### src/include/rsd_pkg.sv
/*
 * package of the receiver status display registers: offsets, field
 * positions, reset values and the status carrier structs.
 * assumes the register interface hands over an 8-bit address and strobes.
 */
// Operation
// - regulator setting shown in upper nibble
// - reset and defaults give all-ones regulator
// - bit 2 shows general timer running
// - bit 1 shows no-response timer running
// - bit 0 shows mask-receive timer running
// - AM peak in bits 7..4, larger wins
// - PM peak in bits 3..0, larger wins
// - peaks cleared at message start, clear command
// - strength code is 4-bit logarithmic level
// - strength and gain registers reset to zero
// - selected channel strength used internally
// - AM gain cut in bits 7..4
// - PM gain cut in bits 3..0
// - two reserved read-only slots follow
// - regulator source from manual or automatic
package rsd_pkg;
    // ------------------------------------------------------------
    // register map
    // ------------------------------------------------------------
    localparam logic [7:0] RSD_OFS_REG_TIMER = 8'h2B;
    localparam logic [7:0] RSD_OFS_PEAKS = 8'h2C;
    localparam logic [7:0] RSD_OFS_GAIN = 8'h2D;
    localparam logic [7:0] RSD_OFS_RSVD_A = 8'h2E;
    localparam logic [7:0] RSD_OFS_RSVD_B = 8'h2F;
    // ------------------------------------------------------------
    // fields and reset values
    // ------------------------------------------------------------
    localparam int RSD_REG_LSB = 4;
    localparam int RSD_GPT_BIT = 2;
    localparam int RSD_NRT_BIT = 1;
    localparam int RSD_MRT_BIT = 0;
    localparam logic [3:0] RSD_REG_RESET = 4'hF;
    localparam logic [3:0] RSD_LEVEL_RESET = 4'h0;
    localparam logic [7:0] RSD_ZERO_BYTE = 8'h00;
    // ------------------------------------------------------------
    // carriers
    // ------------------------------------------------------------
    typedef struct packed {
        logic gptRunning; // general purpose timer counting
        logic nrtRunning; // no-response timer counting
        logic mrtRunning; // mask-receive timer counting
    } rsd_timers_t;
    typedef struct packed {
        logic [3:0] am; // am channel value
        logic [3:0] pm; // pm channel value
    } rsd_pair_t;
endpackage

### src/hdl/rsd_status_regs.sv
/*
 * receiver status display registers: regulator/timer, peak strength,
 * gain cut, two reserved slots. read-only register port.
 * assumes all status inputs are synchronous to core_clk.
 */
`timescale 1ns/1ps
`default_nettype none
module rsd_status_regs (
    input wire logic core_clk,
    input wire logic rstn,
    input wire logic setDefaults, // restore-defaults command pulse
    input wire logic regSourceManual, // regulator source select
    input wire logic [3:0] regManualLevel, // written level field
    input wire logic [3:0] regAutoLevel, // adjust-regulators result
    input wire rsd_pkg::rsd_timers_t timers, // timer running levels
    input wire logic measValid, // new strength sample pulse
    input wire rsd_pkg::rsd_pair_t measLevel, // sampled strength codes
    input wire logic msgStart, // transponder message begins
    input wire logic peakClear, // clear-peak command pulse
    input wire rsd_pkg::rsd_pair_t gainCut, // total second-stage cut
    input wire logic channelPm, // selected channel, 1 = pm
    input wire logic rdEn, // read strobe
    input wire logic wrEn, // write strobe, ignored
    input wire logic [7:0] addr, // register address
    output logic [7:0] rdData, // read data, registered
    output logic [3:0] selLevel // selected channel peak
);
    import rsd_pkg::*;

    // ------------------------------------------------------------
    // state
    // ------------------------------------------------------------
    logic [3:0] regLevel_reg, regLevel_next; // applied regulator code
    rsd_timers_t timers_reg, timers_next; // timer status copy
    rsd_pair_t peak_reg, peak_next; // peak strength
    rsd_pair_t gain_reg, gain_next; // gain cut copy
    logic [7:0] rdData_reg, rdData_next; // read data
    logic [3:0] sel_reg, sel_next; // selected channel level

    // larger of two codes
    function automatic logic [3:0] maxCode(input logic [3:0] a, input logic [3:0] b);
        maxCode = (a > b) ? a : b;
    endfunction

    // ------------------------------------------------------------
    // next-state logic
    // ------------------------------------------------------------
    always_comb begin
        regLevel_next = regSourceManual ? regManualLevel : regAutoLevel;
        timers_next = timers;
        peak_next = peak_reg;
        gain_next = gainCut;
        if (msgStart || peakClear) begin
            peak_next = '{am: RSD_LEVEL_RESET, pm: RSD_LEVEL_RESET};
        end else if (measValid) begin
            peak_next.am = maxCode(peak_reg.am, measLevel.am);
            peak_next.pm = maxCode(peak_reg.pm, measLevel.pm);
        end
        if (setDefaults) begin
            regLevel_next = RSD_REG_RESET;
            peak_next = '{am: RSD_LEVEL_RESET, pm: RSD_LEVEL_RESET};
            gain_next = '{am: RSD_LEVEL_RESET, pm: RSD_LEVEL_RESET};
        end
        sel_next = channelPm ? peak_reg.pm : peak_reg.am;
        rdData_next = rdData_reg;
        if (rdEn) begin
            case (addr)
                RSD_OFS_REG_TIMER: begin
                    rdData_next = RSD_ZERO_BYTE;
                    rdData_next[RSD_REG_LSB +: 4] = regLevel_reg;
                    rdData_next[RSD_GPT_BIT] = timers_reg.gptRunning;
                    rdData_next[RSD_NRT_BIT] = timers_reg.nrtRunning;
                    rdData_next[RSD_MRT_BIT] = timers_reg.mrtRunning;
                end
                RSD_OFS_PEAKS: rdData_next = peak_reg;
                RSD_OFS_GAIN: rdData_next = gain_reg;
                RSD_OFS_RSVD_A, RSD_OFS_RSVD_B: rdData_next = RSD_ZERO_BYTE;
                default: rdData_next = RSD_ZERO_BYTE;
            endcase
        end
    end

    // ------------------------------------------------------------
    // registers; writes never reach them
    // ------------------------------------------------------------
    always_ff @(posedge core_clk or negedge rstn) begin
        if (!rstn) begin
            regLevel_reg <= RSD_REG_RESET;
            timers_reg <= '0;
            peak_reg <= '0;
            gain_reg <= '0;
            rdData_reg <= RSD_ZERO_BYTE;
            sel_reg <= RSD_LEVEL_RESET;
        end else begin
            regLevel_reg <= regLevel_next;
            timers_reg <= timers_next;
            peak_reg <= peak_next;
            gain_reg <= gain_next;
            rdData_reg <= rdData_next;
            sel_reg <= sel_next;
        end
    end

    assign rdData = rdData_reg;
    assign selLevel = sel_reg;
endmodule
`default_nettype wire

### config.mk
export PLATFORM = sky130hd
export DESIGN_NAME = rsd_status_regs
export DESIGN_NICKNAME = d
export VERILOG_FILES = /design/src/include/rsd_pkg.sv /design/src/hdl/rsd_status_regs.sv
export SDC_FILE = /design/constraint.sdc
export NUM_CORES = 1
export LEC_CHECK = 0
export BUFFER_PORTS_ARGS = -buffer_cell sky130_fd_sc_hd__buf_4
export CAP_MARGIN = 5
export CORE_MARGIN = 2
export CORE_UTILIZATION = 45
export DETAILED_ROUTE_END_ITERATION = 10
export PLACE_DENSITY = 0.72
export SLEW_MARGIN = 25
export SYNTH_ARGS = -nofsm -noshare
export SYNTH_HDL_FRONTEND = slang
export SYNTH_SLANG_ARGS = --single-unit
### constraint.sdc
create_clock -name core_clk -period 1.8 [get_ports core_clk]
set_clock_uncertainty 0.15 [all_clocks]
set_input_delay 0.27 -clock core_clk [delete_from_list [all_inputs] [get_ports core_clk]]
set_output_delay 0.27 -clock core_clk [all_outputs]
set_load 0.01 [all_outputs]
==> impl_results.md, run 1 <==
- R2R Path Start: peak_reg[1]$_DFFE_PN0P_
- Via-per-instance ratio: 4.99
- Yosys top cell by area: dfrtp_1
- Area of the mapped netlist: roughly 1800 sq um
- Finish-stage setup viols: 0
- DRT Pass-1 Iters: 4
- Combinational Power Share: around an eighth
- Reg2reg path depth: 5
- Data arrival, critical path: between 1.5 and 2 ns
- Synthesized area per cell: roughly 11 sq um
- GPL Wtd Cong: between 0.7 and 0.8
- Die footprint: ~4600 sq um
- Crit. End Element: flop
- Hold_ws: between 0.05 and 0.06 ns
- Routed WL per cell: between 10 and 15 um
- Vias: between 1k and 1.5k
- Setup slack, reg-to-reg: 0.09 ns
- Switching Share: between 20% and 30%
- Ant diodes: 0
- Commonest non-fill, non-tap cells in the layout: buf_4 (58), dfrtp_1 (31), nand2_1 (17)
- Critical Path Fanout Max: 4
- Ranking of synthesized cells by area: dfrtp_1 (43%), mux2i_1 (8.8%), dfstp_2 (5.8%)
- Final net count: between 200 and 300
- Clk root buf: clkbuf_8
- Post-synth cell types: 32
- Slew Limit Fails: 0
- WHS Endpoint: gain_reg[4]$_DFF_PN0_
- Io pins: 57
- Rows: 23
- Pwr dens: between 700 and 800 nW/um^2
- Sequential area share after synthesis: 48.6%
- Largest net degree at the start of global routing: 36
- Hold Crit Class: primary input to flop
- Max IR drop VDD: about 0.00065 V
- WS Path Type: flop to flop
- Clk sinks: 35
- Status: finished, final reports clean
- Die X: 67.5 um
- Min-delay src: gainCut[4]
- Seq pwr share: a little over two fifths
- Peak Freq: 585 MHz
- Detail Placement HPWL: 2.94 mm
- Crit path time final: between 1.5 and 2 ns
- GRT Resource Usage Total: between 10% and 20%
- Antenna Nets Post-Route: 0
- Core region area: 3940 sq um
- Relative slew margins: roughly 63%
- Synth warn: 0
- CTS H-tree depth: 2
- Hold path cells: 2
- First-pass GRT wire length: slightly below 6 mm
- CTS tree: done
- Worst reg2reg path endpoint: peak_reg[2]$_DFFE_PN0P_
- Clock buffers created by TritonCTS: 5
- Maximum root-to-sink buffer count: 2
- Port-buffer cells: 55
- Worst Tran Pin Value: 0.551 ns
- Period utilization: 94.9%
- RSZ-0062 raised after global routing: no
- Leak pwr: approximately 1.2 nW
- Psw: 0.384 mW
- Initial antenna violation count: 0
- Cell count after synthesis: around 160
- Worst-path clk slew: roughly 0.070 ns
- Initial Util: a little under half
- Internal: approximately 1.5 mW
- Number of global-route vias before repair: 1372
- Final count of hold timing violations: 0
- Drt total wl: between 3 and 4 mm
- Final setup TNS: 0 ns
- Most common cell after layout, fill and taps aside: buf_4
- Post-synth top area share: a little over two fifths
- Synthesized Nets: roughly 210
- Max cap viols: 0
- Clock share of power: 43.6%
- Die height: slightly below 70 um
- Initial DRC count: 20
- CP Data Required Time: approximately 1.9 ns
- DR DRC count: 0
- Ratio of cells with drive above 1 in the final layout: between 40% and 50%
- Clock Latency Late Sink: 0.28 ns
- Worst Setup Start Kind: flop
- Area growth from synthesis to layout: 36.0%
- FF+latch count, synth: 35
- Total grt overflow: 0
==> cells in the mapped netlist <==
library cell,count
a21oi_1,7
a2bb2oi_4,1
nor3_4,1
mux2_2,3
o21bai_4,1
nor4b_2,1
buf_4,3
o22ai_2,7
inv_1,16
buf_6,1
a211o_1,4
o21ai_0,1
nor2b_1,13
nand2_2,1
and4_1,1
nand2b_1,1
inv_2,2
o211ai_1,2
a211oi_2,2
nand3_1,1
nor2b_2,1
nand2_1,17
dfrtp_1,31
nor2_8,1
nand4_1,1
mux2i_1,16
ha_1,8
a22oi_2,1
o32ai_1,1
dfstp_2,4
nor2_1,7
clkbuf_1,1
==> cells by family (layout without fill, tap and decap cells) <==
family	count (synthesis)	count (layout)	share of synthesized area, %
and+or+nand+nor	46	46	14.6
buffers and inverters	23	88	5.80
muxes	19	19	10.7
DFF	35	35	48.6
adders and majority gates	8	8	5.52
AOI/OAI and AO/OA	27	27	14.8
==> area by class of cell <==
| cell class | instances | area, sq um |
|---|---|---|
| repair buffers | 62 | 475 |
| flip-flops and latches | 35 | 881 |
| clock buffers | 6 | 72.6 |
| clock inverters | 2 | 60.1 |
| well taps | 50 | 62.6 |
| multi-input cells | 100 | 847 |
| fillers | 319 | 1480 |
| inverters | 18 | 67.6 |
==> stage by stage <==
step | std cells | power [mW] | util [%] | setup WS (ns) | cell area [sq um]
finish | 273 | 1.88 | 62.6 | 0.0916 | 2470
global route | 273 | 1.96 | 62.6 | 0.00612 | 2470
CTS | 272 | 1.89 | 61.9 | 0.0635 | 2440
detailed placement | 260 | 1.07 | 57.5 | 0.0879 | 2270
global placement | 260 | 1.06 | 57.5 | 0.163 | 2270
floorplan | 158 | 0.949 | - | 0.225 | 1810
==> worst max-delay path: stages, from the launching register on <==
cell and delay, ns:
dfrtp_1 0.42, ha_4 0.29, nor2b_4 0.12, o211ai_1 0.16
a2bb2oi_4 0.26, mux2i_1 0.22
==> how the worst max path moves through the flow <==
stage / from / end / slack, ns / depth (start not counted)
2_1_floorplan: peak_reg[5]$_DFFE_PN0P_ / peak_reg[4]$_DFFE_PN0P_ / 0.22 / 5
3_3_place_gp: measLevel[7] / peak_reg[4]$_DFFE_PN0P_ / 0.16 / 6
3_5_place_dp: peak_reg[1]$_DFFE_PN0P_ / peak_reg[2]$_DFFE_PN0P_ / 0.09 / 5
4_1_cts: peak_reg[1]$_DFFE_PN0P_ / peak_reg[2]$_DFFE_PN0P_ / 0.06 / 5
5_1_grt: peak_reg[1]$_DFFE_PN0P_ / peak_reg[0]$_DFFE_PN0P_ / 0.006 / 5
6_report: peak_reg[1]$_DFFE_PN0P_ / peak_reg[2]$_DFFE_PN0P_ / 0.09 / 5
==> repair_timing <==
| action | 4_1_cts | 5_1_grt |
|---|---|---|
| resized for setup | 0 | 2 |
| hold buffers | 4 | 0 |
| hold endpoints to repair | 34 | 0 |
| endpoints found under the setup margin | 0 | 4 |
| buffers inserted | 0 | 1 |
==> metal layers <==
| layer | global-route usage (%) | wire length (um) |
|---|---|---|
| met3 | 5.00 | 196 |
| met4 | 5.36 | 71 |
| met5 | 0 | 0 |
| met2 | 32.0 | 1950 |
| met1 | 19.9 | 1440 |
==> power by group through the flow <==
stage	clock network [mW]	logic, mW	registers [mW]
floorplan	0	0.112	0.838
global placement	0	0.218	0.838
detailed placement	0	0.228	0.839
CTS	0.834	0.236	0.824
global route	0.872	0.261	0.826
finish	0.820	0.237	0.824
Note: power is estimated with default switching activity, not from simulation.
==> inputs of run 2 (changes only) <==
--- a/config.mk
+++ b/config.mk
@@ -7,7 +7,6 @@
 export LEC_CHECK = 0
 export BUFFER_PORTS_ARGS = -buffer_cell sky130_fd_sc_hd__buf_4
 export CAP_MARGIN = 5
-export CORE_MARGIN = 2
 export CORE_UTILIZATION = 45
 export DETAILED_ROUTE_END_ITERATION = 10
 export PLACE_DENSITY = 0.72
==> impl_results.md, run 2 (synthesized netlist as in run 1, its figures left out) <==
- Area growth from synthesis to layout: 32.2%
- Commonest non-fill, non-tap cells in the layout: buf_4 (57), dfrtp_1 (31), nand2_1 (17)
- Drt total wl: around 3.7 mm
- Port-buffer cells: 55
- Antenna Nets Post-Route: 0
- Worst reg2reg path endpoint: peak_reg[4]$_DFFE_PN0P_
- Pre-CTS setup slack: ~0.047 ns
- Setup slack, reg-to-reg: roughly 0.091 ns
- Final count of hold timing violations: 0
- Critical Path Fanout Max: 4
- Number of global-route vias before repair: roughly 1.4k
- Reg2reg path depth: 6
- CP Data Required Time: ~1.8 ns
- Clk root buf: clkbuf_8
- DR DRC count: 0
- Worst Setup Start Kind: flop
- Design Power: between 1.5 and 2 mW
- Data arrival, critical path: between 1.5 and 2 ns
- Ant diodes: 0
- Die footprint: 4290 sq um
- Slowest stage cell, crit path: dfrtp_1
- Maximum root-to-sink buffer count: 2
- DRT Pass-1 Iters: 4
- Crit path launch: peak_reg[5]$_DFFE_PN0P_
- First-pass GRT wire length: just over 6 mm
- Hold Crit Class: primary input to flop
- Via-per-instance ratio: about 5.0
- Max IR drop VDD: between 0.0005 and 0.0006 V
- Clk sinks: 35
- Final setup TNS: 0 ns
- Max cap viols: 0
- Crit path time final: ~1.7 ns
- Largest net degree at the start of global routing: 36
- Initial antenna violation count: 0
- Detail Placement HPWL: about 2.8 mm
- CP bufs+invs: 1
- Final net count: ~280
- Crit. End Element: flop
- R2R Path Start: peak_reg[5]$_DFFE_PN0P_
- Footprint of the multi-input gates: 827 sq um
- Routed WL per cell: between 10 and 15 um
- Clock Latency Late Sink: around 0.28 ns
- Period utilization: roughly 95%
- Most common cell after layout, fill and taps aside: buf_4
- Worst Tran Pin Value: around 0.44 ns
- Core region area: 3770 sq um
- Min-delay src: regManualLevel[2]
- Worst-path clk slew: 0.07 ns
- Clock buffers created by TritonCTS: 5
- Initial DRC count: 38
- Io pins: 57
- Hold_ws: approximately 0.052 ns
- Peak Freq: around 590 MHz
- Crit path largest cell delay: about 0.40 ns
- Vias: roughly 1.4k
- Register area: just under 900 sq um
- CTS tree: done
- RSZ-0062 raised after global routing: no
- Ratio of cells with drive above 1 in the final layout: between 40% and 50%
- # fillers: roughly 310
- Finish-stage setup viols: 0
- Status: finished, final reports clean
- WS Path Type: flop to flop
- Relative slew margins: between 70 and 80%
- Crit path max-delay family: flip-flops
- Slew Limit Fails: 0
- Worst setup path endpoint: peak_reg[4]$_DFFE_PN0P_
- Initial Util: between 40% and 50%
- Final worst slack: between 0.09 and 0.1 ns
- Rows: 22
- GPL Wtd Cong: 0.735
- Pwr dens: between 600 and 700 nW/um^2
- GRT Resource Usage Total: 19.8%
- CTS H-tree depth: 2
- Total grt overflow: 0
- Die height: approximately 65 um
- Stages on worst setup path: 6
- Leak pwr: approximately 1.2 nW
- Die X: 65.5 um
- Cell chain of the critical path: ha_1 -> nor2b_2 -> o211ai_1 -> a22oi_2 -> buf_6 -> mux2i_1
## run 2: cell count changes in the layout (fill, tap and decap cells not counted), sizes merged
cell,delta
clkbuf,+1
bufinv,-2
clkinv,+1
## run 2: worst min-delay path by stage
stage	to	slack, ns	cells past startpoint
after global routing	regLevel_reg[2]$_DFF_PN1_	0.05	2
final	regLevel_reg[2]$_DFF_PN1_	0.05	2
after CTS	regLevel_reg[2]$_DFF_PN1_	0.04	2
after global placement	timers_reg[2]$_DFF_PN0_	0.09	1
after detailed placement	timers_reg[2]$_DFF_PN0_	0.09	1
after floorplan	gain_reg[0]$_DFF_PN0_	-0.18	0
## run 2: metrics by stage
stage                     utilization (%)  instance area, sq um  std cells
final                                63.5                  2400        271
after global routing                 63.5                  2400        271
after CTS                            63.2                  2380        270
after detailed placement             59.8                  2260        257
after global placement               59.8                  2260        257
after floorplan                         -                  1810        158
## run 2: where the power goes
group          internal (mW)  switching [mW]
clock                  0.271           0.265
combinational          0.129           0.108
sequential             0.815         0.00976
total                   1.22           0.383
## run 2: layout make-up
class	count	area share [%]
clock buffer	7	3.19
inverter	18	2.82
timing repair buffer	62	20.0
multi-input combinational	100	34.5
tap	48	2.51
clock inverter	1	0.209
sequential	35	36.8
## run 2: repair_timing
action / 4_1_cts / 5_1_grt
setup endpoints to repair: 1 / 2
hold buffers: 4 / 0
buffers inserted: 1 / 1
hold endpoints to repair: 34 / 0
gates resized for setup: 0 / 1
pin swaps: 1 / 0
## run 2: metal layers
metal  routed length [um]  part of all wire (%)  track usage, %  vias to the layer above
met5                    0                     0               0                        -
met4                   61                   1.7            8.15                        0
met3                  187                   5.1            5.38                        5
met2                 1930                    52            34.7                       36
met1                 1510                    41            22.7                      661
li1                     -                     -               -                      665
